### src/design/fee_pkg.sv
// constants shared by the flash-backed storage controller
// assumes a 125 MHz bus clock and a word-programmed, sector-erased flash
package fee_pkg;

  localparam int WORD_BYTES   = 2;
  localparam int SECTOR_BYTES = 512;
  localparam int SECTOR_WORDS = SECTOR_BYTES / WORD_BYTES;
  localparam int MIN_SECTORS  = 2;

  // clock figures in kHz
  localparam int BUS_CLOCK_FREQ_KHZ          = 125000;
  localparam int FLASH_OP_CLOCK_FREQ_MIN_KHZ = 150;
  localparam int FLASH_OP_CLOCK_FREQ_MAX_KHZ = 200;
  // smallest divider that keeps the op clock at or under the maximum
  localparam int FLASH_OP_DIV =
    (BUS_CLOCK_FREQ_KHZ + FLASH_OP_CLOCK_FREQ_MAX_KHZ - 1)
    / FLASH_OP_CLOCK_FREQ_MAX_KHZ;

  // word program: op-clock periods plus bus-clock periods
  localparam int WORD_PROGRAM_OP_PERIODS  = 9;
  localparam int WORD_PROGRAM_BUS_PERIODS = 25;
  localparam int WORD_PROGRAM_TIME_CYC =
    WORD_PROGRAM_OP_PERIODS * FLASH_OP_DIV + WORD_PROGRAM_BUS_PERIODS;
  // sector erase: op-clock periods
  localparam int SECTOR_ERASE_OP_PERIODS = 4000;
  localparam int SECTOR_ERASE_TIME_CYC =
    SECTOR_ERASE_OP_PERIODS * FLASH_OP_DIV;
  localparam int WAIT_W = 22;

  localparam int DEF_BANK_WORDS = 64;
  localparam int DEF_NUM_BANKS  = 8;
  localparam int DEF_BASE_WORD  = 0;

  localparam logic [15:0] ERASED_WORD = 16'hffff;
  localparam logic [15:0] SEQ_NONE    = 16'h0000;
  localparam logic [15:0] SEQ_FIRST   = 16'h0001;

  typedef enum logic [3:0] {
    ST_INIT_RD   = 4'h0,
    ST_INIT_CAP  = 4'h1,
    ST_IDLE      = 4'h2,
    ST_HRD       = 4'h3,
    ST_BLANK_RD  = 4'h4,
    ST_BLANK_CAP = 4'h5,
    ST_ERASE     = 4'h6,
    ST_COPY_RD   = 4'h7,
    ST_COPY_CAP  = 4'h8,
    ST_PROG      = 4'h9
  } fee_state_t;

endpackage

### src/design/fee_flash_clk.sv
// flash operation clock prescaler
// assumes clk_in is the bus clock; output drives the flash engine
module fee_flash_clk #(
  parameter int DIV = fee_pkg::FLASH_OP_DIV
) (
  input  wire logic clk_in,
  input  wire logic rst_in,
  output logic      fl_clk_out
);

  typedef struct packed {
    logic [15:0] cnt;
    logic        clk;
  } fee_div_t;

  fee_div_t q, d;

  always_comb begin
    d = q;
    // divide the bus clock into the allowed op clock band
    if (q.cnt == 16'(DIV - 1)) begin
      d.cnt = 16'h0000;
    end else begin
      d.cnt = q.cnt + 16'h0001;
    end
    d.clk = (d.cnt < 16'(DIV / 2));
  end

  always_ff @(posedge clk_in) begin
    if (rst_in) begin
      // parked at the wrap point so the first rise after reset is a full one
      q     <= '0;
      q.cnt <= 16'(DIV - 1);
    end else begin
      q <= d;
    end
  end

  assign fl_clk_out = q.clk;
endmodule // fee_flash_clk

### src/design/fee_ctrl.sv
// flash-backed word-updatable storage controller
// assumes flash read data is valid in the cycle that fl_rd_out is high
module fee_ctrl #(
  parameter int NUM_BANKS    = fee_pkg::DEF_NUM_BANKS,
  parameter int BANK_WORDS   = fee_pkg::DEF_BANK_WORDS,
  parameter int BASE_WORD    = fee_pkg::DEF_BASE_WORD,
  parameter int PGM_WAIT_CYC = fee_pkg::WORD_PROGRAM_TIME_CYC,
  parameter int ERA_WAIT_CYC = fee_pkg::SECTOR_ERASE_TIME_CYC,
  localparam int BI_W = $clog2(NUM_BANKS),
  localparam int WI_W = $clog2(BANK_WORDS)
) (
  input  wire logic            clk_in,
  input  wire logic            rst_in,
  input  wire logic            host_rd_req_in,
  input  wire logic [WI_W-1:0] host_rd_idx_in,
  output logic                 host_rd_ack_out,
  output logic [15:0]          host_rd_data_out,
  input  wire logic            host_wr_req_in,
  input  wire logic [WI_W-1:0] host_wr_idx_in,
  input  wire logic [15:0]     host_wr_data_in,
  output logic                 host_busy_out,
  output logic                 fl_clk_out,
  output logic [15:0]          fl_addr_out,
  output logic [15:0]          fl_wdata_out,
  output logic                 fl_rd_out,
  output logic                 fl_prog_out,
  output logic                 fl_erase_out,
  input  wire logic [15:0]     fl_rdata_in
);

  localparam int BPS = fee_pkg::SECTOR_WORDS / BANK_WORDS;
  localparam int W   = fee_pkg::WAIT_W;

  typedef struct packed {
    fee_pkg::fee_state_t st;
    logic [BI_W-1:0]     cur;
    logic                cur_valid;
    logic [15:0]         seq;
    logic [BI_W-1:0]     tgt;
    logic [BI_W-1:0]     scan;
    logic [WI_W-1:0]     widx;
    logic [WI_W-1:0]     wr_idx;
    logic [15:0]         wr_data;
    logic [W-1:0]        cnt;
    logic                busy;
    logic                rd_ack;
    logic [15:0]         rd_data;
    logic [15:0]         fl_addr;
    logic [15:0]         fl_wdata;
    logic                fl_rd;
    logic                fl_prog;
    logic                fl_erase;
  } fee_regs_t;

  fee_regs_t q, d;

  function automatic logic [15:0] word_addr(input logic [BI_W-1:0] b,
                                            input logic [WI_W-1:0] w);
    word_addr = 16'(BASE_WORD + int'(b) * BANK_WORDS + int'(w));
  endfunction

  function automatic logic [BI_W-1:0] next_bank(input logic [BI_W-1:0] b);
    if (int'(b) == NUM_BANKS - 1) begin
      next_bank = '0;
    end else begin
      next_bank = b + BI_W'(1);
    end
  endfunction

  function automatic logic [BI_W-1:0] next_sector(input logic [BI_W-1:0] b);
    int s;
    s = (int'(b) / BPS + 1) * BPS;
    if (s >= NUM_BANKS) begin
      s = 0;
    end
    next_sector = BI_W'(s);
  endfunction

  function automatic logic sector_first(input logic [BI_W-1:0] b);
    sector_first = (int'(b) % BPS) == 0;
  endfunction

  // status sequence never takes the erased or the empty value
  function automatic logic [15:0] seq_next(input logic [15:0] s);
    if (s + 16'h0001 == fee_pkg::ERASED_WORD) begin
      seq_next = fee_pkg::SEQ_FIRST;
    end else begin
      seq_next = s + 16'h0001;
    end
  endfunction

  logic [BI_W-1:0] t_bank;
  logic            go_erase;
  logic            go_prog;
  logic [15:0]     prog_data;

  // whole controller is this state machine, no code runs from flash
  always_comb begin
    d         = q;
    d.fl_rd   = 1'b0;
    d.fl_prog = 1'b0;
    d.fl_erase = 1'b0;
    d.rd_ack  = 1'b0;
    t_bank    = q.tgt;
    go_erase  = 1'b0;
    go_prog   = 1'b0;
    prog_data = fee_pkg::ERASED_WORD;
    case (q.st)
      fee_pkg::ST_INIT_RD: begin
        d.fl_rd   = 1'b1;
        d.fl_addr = word_addr(q.scan, WI_W'(BANK_WORDS - 1));
        d.st      = fee_pkg::ST_INIT_CAP;
      end
      fee_pkg::ST_INIT_CAP: begin
        // unwritten status means a partial bank: never selected
        if (fl_rdata_in != fee_pkg::ERASED_WORD &&
            fl_rdata_in != fee_pkg::SEQ_NONE &&
            (!q.cur_valid || fl_rdata_in > q.seq)) begin
          d.cur       = q.scan;
          d.cur_valid = 1'b1;
          d.seq       = fl_rdata_in;
        end
        if (int'(q.scan) == NUM_BANKS - 1) begin
          d.busy = 1'b0;
          d.st   = fee_pkg::ST_IDLE;
        end else begin
          d.scan = q.scan + BI_W'(1);
          d.st   = fee_pkg::ST_INIT_RD;
        end
      end
      fee_pkg::ST_IDLE: begin
        // status word index is not a variable, such writes are dropped
        if (host_wr_req_in && int'(host_wr_idx_in) < BANK_WORDS - 1) begin
          d.busy    = 1'b1;
          d.wr_idx  = host_wr_idx_in;
          d.wr_data = host_wr_data_in;
          d.widx    = '0;
          t_bank    = q.cur_valid ? next_bank(q.cur) : '0;
          d.tgt     = t_bank;
          if (sector_first(t_bank)) begin
            go_erase = 1'b1;
          end else begin
            d.st = fee_pkg::ST_BLANK_RD;
          end
        end else if (host_rd_req_in) begin
          if (q.cur_valid) begin
            d.fl_rd   = 1'b1;
            d.fl_addr = word_addr(q.cur, host_rd_idx_in);
            d.st      = fee_pkg::ST_HRD;
          end else begin
            d.rd_ack  = 1'b1;
            d.rd_data = fee_pkg::ERASED_WORD;
          end
        end
      end
      fee_pkg::ST_HRD: begin
        d.rd_data = fl_rdata_in;
        d.rd_ack  = 1'b1;
        d.st      = fee_pkg::ST_IDLE;
      end
      fee_pkg::ST_BLANK_RD: begin
        d.fl_rd   = 1'b1;
        d.fl_addr = word_addr(q.tgt, q.widx);
        d.st      = fee_pkg::ST_BLANK_CAP;
      end
      fee_pkg::ST_BLANK_CAP: begin
        // leftover of an interrupted update: move to a fresh sector
        if (fl_rdata_in != fee_pkg::ERASED_WORD) begin
          t_bank   = next_sector(q.tgt);
          d.tgt    = t_bank;
          d.widx   = '0;
          go_erase = 1'b1;
        end else if (int'(q.widx) == BANK_WORDS - 1) begin
          d.widx = '0;
          d.st   = fee_pkg::ST_COPY_RD;
        end else begin
          d.widx = q.widx + WI_W'(1);
          d.st   = fee_pkg::ST_BLANK_RD;
        end
      end
      fee_pkg::ST_ERASE: begin
        if (q.cnt == '0) begin
          d.widx = '0;
          d.st   = fee_pkg::ST_COPY_RD;
        end else begin
          d.cnt = q.cnt - W'(1);
        end
      end
      fee_pkg::ST_COPY_RD: begin
        if (int'(q.widx) == BANK_WORDS - 1) begin
          go_prog   = 1'b1;
          prog_data = q.cur_valid ? seq_next(q.seq) : fee_pkg::SEQ_FIRST;
        end else if (q.widx == q.wr_idx) begin
          go_prog   = 1'b1;
          prog_data = q.wr_data;
        end else if (!q.cur_valid) begin
          go_prog   = 1'b1;
        end else begin
          d.fl_rd   = 1'b1;
          d.fl_addr = word_addr(q.cur, q.widx);
          d.st      = fee_pkg::ST_COPY_CAP;
        end
      end
      fee_pkg::ST_COPY_CAP: begin
        go_prog   = 1'b1;
        prog_data = fl_rdata_in;
      end
      fee_pkg::ST_PROG: begin
        if (q.cnt != '0) begin
          d.cnt = q.cnt - W'(1);
        end else if (int'(q.widx) == BANK_WORDS - 1) begin
          d.cur       = q.tgt;
          d.cur_valid = 1'b1;
          d.seq       = q.fl_wdata;
          d.busy      = 1'b0;
          d.st        = fee_pkg::ST_IDLE;
        end else begin
          d.widx = q.widx + WI_W'(1);
          d.st   = fee_pkg::ST_COPY_RD;
        end
      end
      default: begin
        d.st = fee_pkg::ST_IDLE;
      end
    endcase
    if (go_erase) begin
      // target is always sector-first, the current bank lies elsewhere
      d.fl_erase = 1'b1;
      d.fl_addr  = word_addr(t_bank, '0);
      d.cnt      = W'(ERA_WAIT_CYC - 1);
      d.st       = fee_pkg::ST_ERASE;
    end
    if (go_prog) begin
      d.fl_prog  = 1'b1;
      d.fl_addr  = word_addr(q.tgt, q.widx);
      d.fl_wdata = prog_data;
      d.cnt      = W'(PGM_WAIT_CYC - 1);
      d.st       = fee_pkg::ST_PROG;
    end
  end

  always_ff @(posedge clk_in) begin
    if (rst_in) begin
      q      <= '0;
      q.st   <= fee_pkg::ST_INIT_RD;
      q.busy <= 1'b1;
    end else begin
      q <= d;
    end
  end

  fee_flash_clk #(
    .DIV (fee_pkg::FLASH_OP_DIV)
  ) u_flash_clk (
    .clk_in     (clk_in),
    .rst_in     (rst_in),
    .fl_clk_out (fl_clk_out)
  );

  assign host_rd_ack_out  = q.rd_ack;
  assign host_rd_data_out = q.rd_data;
  assign host_busy_out    = q.busy;
  assign fl_addr_out      = q.fl_addr;
  assign fl_wdata_out     = q.fl_wdata;
  assign fl_rd_out        = q.fl_rd;
  assign fl_prog_out      = q.fl_prog;
  assign fl_erase_out     = q.fl_erase;

  // helper state for the checks below
  logic [W-1:0]  since_prog_q;
  logic [W-1:0]  since_era_q;
  logic [15:0]   last_pa_q;
  logic          last_pa_v_q;
  logic [WI_W:0] nprog_q;

  always_ff @(posedge clk_in) begin
    if (rst_in) begin
      since_prog_q <= '1;
      since_era_q  <= '1;
      last_pa_q    <= '0;
      last_pa_v_q  <= 1'b0;
      nprog_q      <= '0;
    end else begin
      since_prog_q <= fl_prog_out ? W'(1) :
                      (&since_prog_q ? since_prog_q : since_prog_q + W'(1));
      since_era_q  <= fl_erase_out ? W'(1) :
                      (&since_era_q ? since_era_q : since_era_q + W'(1));
      if (fl_erase_out) begin
        last_pa_v_q <= 1'b0;
      end else if (fl_prog_out) begin
        last_pa_q   <= fl_addr_out;
        last_pa_v_q <= 1'b1;
      end
      if (host_wr_req_in && q.st == fee_pkg::ST_IDLE) begin
        nprog_q <= '0;
      end else if (fl_prog_out) begin
        nprog_q <= nprog_q + (WI_W+1)'(1);
      end
    end
  end
endmodule // fee_ctrl

### config.mk
export PLATFORM = sky130hd
export DESIGN_NAME = fee_ctrl
export DESIGN_NICKNAME = d
export VERILOG_FILES = /design/src/design/fee_pkg.sv /design/src/design/fee_flash_clk.sv /design/src/design/fee_ctrl.sv
export SDC_FILE = /design/constraint.sdc
export NUM_CORES = 1
export LEC_CHECK = 0
export ABC_AREA = 1
export BUFFER_PORTS_ARGS = -buffer_cell sky130_fd_sc_hd__buf_2
export CAP_MARGIN = 20
export CELL_PAD_IN_SITES_DETAIL_PLACEMENT = 0
export CELL_PAD_IN_SITES_GLOBAL_PLACEMENT = 1
export CORE_UTILIZATION = 45
export DETAILED_ROUTE_END_ITERATION = 8
export GPL_TIMING_DRIVEN = 0
export PLACE_DENSITY = 0.89
export SYNTH_ARGS = -nofsm -noshare
export SYNTH_HDL_FRONTEND = slang
export SYNTH_HIERARCHICAL = 1
export SYNTH_SLANG_ARGS = --single-unit
### constraint.sdc
create_clock -name clk_in -period 3 [get_ports clk_in]
set_clock_uncertainty 0.1 [all_clocks]
set_input_delay 0.3 -clock clk_in [delete_from_list [all_inputs] [get_ports clk_in]]
set_output_delay 0.3 -clock clk_in [all_outputs]
set_load 0.005 [all_outputs]
==> impl_metrics.ini <==
[synth]
share_of_the_synthesized_area_in_the_top_cell_type = 0.318
commonest_cells_in_the_synthesized_netlist = sky130_fd_sc_hd__nand2_1 (404), sky130_fd_sc_hd__nor2_1 (153), sky130_fd_sc_hd__dfxtp_1 (143), sky130_fd_sc_hd__inv_1 (129), sky130_fd_sc_hd__o21ai_0 (83)
synth.most_common_cell = sky130_fd_sc_hd__nand2_1
netlist_instances = 1395
synthTopCellsByArea = sky130_fd_sc_hd__dfxtp_1 (32%), sky130_fd_sc_hd__nand2_1 (17%), sky130_fd_sc_hd__nor2_1 (6.4%)
post_synth.cell_area_avg_um2 = 6.46
asyncSetResetFlopFracSynth = 0
cell_type_with_the_highest_aggregate_area_in_the_netlist = sky130_fd_sc_hd__dfxtp_1
yosysWarningCount = 6
mappedNetlistArea_um2 = 9010
synth_enable_flop_cells = 0
postSynth.topFlopCell = sky130_fd_sc_hd__dfxtp_1
synth_cell_types = 50
yosys_register_bits = 143
synth-seq-area-share = 0.318

[cts]
cts_hold_repair.buffers = 0
clock_sink_count = 143
cts_setup_buffers = 0
cts-root-buf = sky130_fd_sc_hd__clkbuf_16
cts.repair.resized = 0
cts.htree.levels = 4
cts_buffers = 17
clock_latency_ns = 0.42
clock_tree.buffer_depth = 2
cts_tree = done
worst_setup_hold_path_clk_slew_ns = 0.06

[pwr]
fin_total_pwr_mw = 9.20
vdd_drop_max_mv = 0.573
p_per_area_nw_per_um2 = 882
p_seq_frac = 0.306
static-leakage-power_nw = 4.98
pwr-share-clk = 0.232
power.switching_fraction = 0.443
p_switching_mw = 4.08
int_power_mw = 5.12
combinationalPowerShare = 0.461

[layout]
layout-area-overhead-vs-synth_pct = 15.6
post_route_cells_drive_above_1_share = 0.188
finalInstanceArea_um2 = 10400
fillerInstances = 2081
count_of_nets_after_finishing = 1587
antenna_cell_count = 0

[grt]
grt-ovfl-total = 0
global_route.peak_usage_layer = met2
groute.usage.overall = 0.272
grt_max_degree = 17
antenna_found_initial = 0
grt_use_met3 = 0.0417
global_route.usage.met1 = 0.380
first_global_vias = 8410
globalRouteMet2Util = 0.434
global_route_wire_length_before_repair_mm = 42.9

[worst_setup_path]
cp.required_ns = 3.22
worst_ep_arrival_time_ns = 2.97
cp-start-kind = flip-flop
timing.critical_path.fanout_max = 10
crit_path_end_kind = flip-flop
critPathKind = flip-flop to flip-flop

[sta]
tightestPinTransition_ns = 0.753
period_minus_ws_final_ns = 2.75
max_slew_margin = 0.498
setup_repair_after_global_routing_missed_its_margin = false
fraction_of_the_cycle_the_final_worst_path_needs = 0.917
setup_viol = 0
fin_tns_setup_ns = 0
final-hold-violation-count = 0
slew_viol_final = 0
fmaxAchievable_ghz = 0.363

[detailed_routing]
drt_wl_total_mm = 26.8
detail_route.drc_violations = 0
route.antenna.remaining_nets = 0
initialDrtViolationCount = 757
first_pass_iters = 5
routed-via-count = 9132
post_drt_via_cell_ratio = 5.10
avgRoutedWirePerCell_um = 15.0

[die]
start_util = 0.462
die_width_um = 144
die_h_um = 144
placeableCoreArea_um2 = 19500
floorplan.io_pins = 102
placementRows = 51
design.die.area_um2 = 20600

[place]
place.detailed.hpwl_mm = 20.9
gp_routability_congestion = 0.931
dpl-instance-area_um2 = 9830
io_buffers = 93

[status]
outcome = finished, final reports clean

[hold_path]
hold_class = input pin to flip-flop

[job]
max_cap_viol_count = 0
## flip-flops by register name, indices dropped and copies added (netlist names)
signal                  flops
host_busy_out               1
u_flash_clk/fl_clk_out      1
host_rd_ack_out             1
fl_rd_out                   1
host_rd_data_out           16
fl_prog_out                 1
fl_wdata_out               16
q                          80
fl_addr_out                 9
u_flash_clk/q              16
fl_erase_out                1
## through the flow
step | hold slack [ns] | cells | setup WS, ns | util
after floorplan | 0.317 | 1401 | 0.983 | -
after global placement | 0.331 | 1759 | 0.346 | 0.504
after detailed placement | 0.338 | 1759 | 0.333 | 0.504
after CTS | 0.0173 | 1790 | 0.311 | 0.534
after global routing | 0.0275 | 1790 | 0.0293 | 0.534
final | 0.0302 | 1790 | 0.249 | 0.534
## power groups by stage
stage / logic, mW / clock network, mW / registers, mW
5_1_grt: 4.82 / 2.25 / 2.87
3_3_place_gp: 4.15 / 0 / 2.84
4_1_cts: 4.22 / 2.17 / 2.81
3_5_place_dp: 4.19 / 0 / 2.85
2_1_floorplan: 3.20 / 0 / 2.71
6_report: 4.24 / 2.14 / 2.82
## worst max-delay path, stage by stage (launching register included)
cell                      delay, ns
sky130_fd_sc_hd__dfxtp_1       0.45
sky130_fd_sc_hd__inv_1         0.11
sky130_fd_sc_hd__ha_1          0.30
sky130_fd_sc_hd__nand2_1       0.07
sky130_fd_sc_hd__inv_1         0.03
sky130_fd_sc_hd__o21ai_0       0.16
sky130_fd_sc_hd__a21oi_1       0.10
sky130_fd_sc_hd__nor2_1        0.18
sky130_fd_sc_hd__nand2_1       0.08
sky130_fd_sc_hd__nand2_1       0.12
sky130_fd_sc_hd__nand2_1       0.07
sky130_fd_sc_hd__nand2_1       0.08
sky130_fd_sc_hd__nand2_2       0.14
sky130_fd_sc_hd__nand2_4       0.17
sky130_fd_sc_hd__buf_2         0.29
sky130_fd_sc_hd__nand2_1       0.09
sky130_fd_sc_hd__nand2_1       0.06
sky130_fd_sc_hd__nor2_1        0.04
## kinds of logic (layout without fill, tap and decap cells)
group	after synthesis	in the layout	share of synthesized area
xor+xnor	14	14	0.0136
simple gates	747	747	0.369
other cells	1	7	0.000416
fa+ha+maj	26	26	0.0361
compound gates	217	217	0.133
buf+inv	247	371	0.130
flops	143	143	0.318
## final timing paths
check                                            startpoint                            to  slack [ns]  depth (start not counted)
worst max-delay path                    q[118]$_SDFFE_PP0P_           q[116]$_SDFFE_PP0P_        0.25                         17
worst min-delay path                                 rst_in  u_flash_clk/q[16]$_SDFF_PP0_        0.03                          2
worst max register to register          q[118]$_SDFFE_PP0P_           q[116]$_SDFFE_PP0P_        0.25                         17
worst min register to register  u_flash_clk/q[1]$_SDFF_PP0_   u_flash_clk/q[1]$_SDFF_PP0_        0.35                          1
## routing by layer
layer  vias to the layer above  routed length (µm)
li1                       4667                   -
met1                      4148               12700
met2                       282               11900
met3                        35                1680
met4                         0                 446
met5                         -                   0
## cell type report
cell class | instances | area [µm²] | share of cell area
sequential | 143 | 2860 | 0.275
timing repair buffer | 93 | 465 | 0.0447
tap | 265 | 332 | 0.0318
clock buffer | 19 | 453 | 0.0435
buffer | 88 | 568 | 0.0545
inverter | 159 | 606 | 0.0581
multi-input combinational | 1011 | 5000 | 0.480
clock inverter | 12 | 135 | 0.0130
## cells in the final DEF, fill, tap and decap left out, types with 3 or more instances in the layout
| cell | netlist | routed |
|---|---|---|
| sky130_fd_sc_hd__nor4_1 | 4 | 4 |
| sky130_fd_sc_hd__o21ai_0 | 83 | 83 |
| sky130_fd_sc_hd__nand2_1 | 404 | 404 |
| sky130_fd_sc_hd__nor2_1 | 153 | 153 |
| sky130_fd_sc_hd__o22ai_1 | 3 | 3 |
| sky130_fd_sc_hd__inv_1 | 129 | 129 |
| sky130_fd_sc_hd__clkbuf_16 | 0 | 17 |
| sky130_fd_sc_hd__nand3_2 | 5 | 5 |
| sky130_fd_sc_hd__nor2_4 | 12 | 12 |
| sky130_fd_sc_hd__conb_1 | 1 | 7 |
| sky130_fd_sc_hd__nor2_2 | 13 | 13 |
| sky130_fd_sc_hd__clkinvlp_4 | 0 | 4 |
| sky130_fd_sc_hd__dfxtp_1 | 143 | 143 |
| sky130_fd_sc_hd__a31oi_1 | 23 | 23 |
| sky130_fd_sc_hd__clkinv_2 | 1 | 3 |
| sky130_fd_sc_hd__o21ai_1 | 9 | 9 |
| sky130_fd_sc_hd__o21a_1 | 3 | 3 |
| sky130_fd_sc_hd__ha_1 | 26 | 26 |
| sky130_fd_sc_hd__clkbuf_1 | 21 | 21 |
| sky130_fd_sc_hd__nand3_1 | 75 | 75 |
| sky130_fd_sc_hd__xor2_1 | 13 | 13 |
| sky130_fd_sc_hd__clkinv_1 | 4 | 4 |
| sky130_fd_sc_hd__nand2_4 | 5 | 5 |
| sky130_fd_sc_hd__buf_4 | 50 | 50 |
| sky130_fd_sc_hd__buf_6 | 5 | 5 |
| sky130_fd_sc_hd__inv_4 | 3 | 3 |
| sky130_fd_sc_hd__inv_2 | 22 | 22 |
| sky130_fd_sc_hd__nand4_1 | 26 | 26 |
| sky130_fd_sc_hd__a21oi_1 | 79 | 79 |
| sky130_fd_sc_hd__buf_2 | 10 | 103 |
| sky130_fd_sc_hd__o21ai_2 | 3 | 3 |
| sky130_fd_sc_hd__nor3_1 | 13 | 13 |
| sky130_fd_sc_hd__nand2_2 | 26 | 26 |
(Power assumes the default switching activity.)
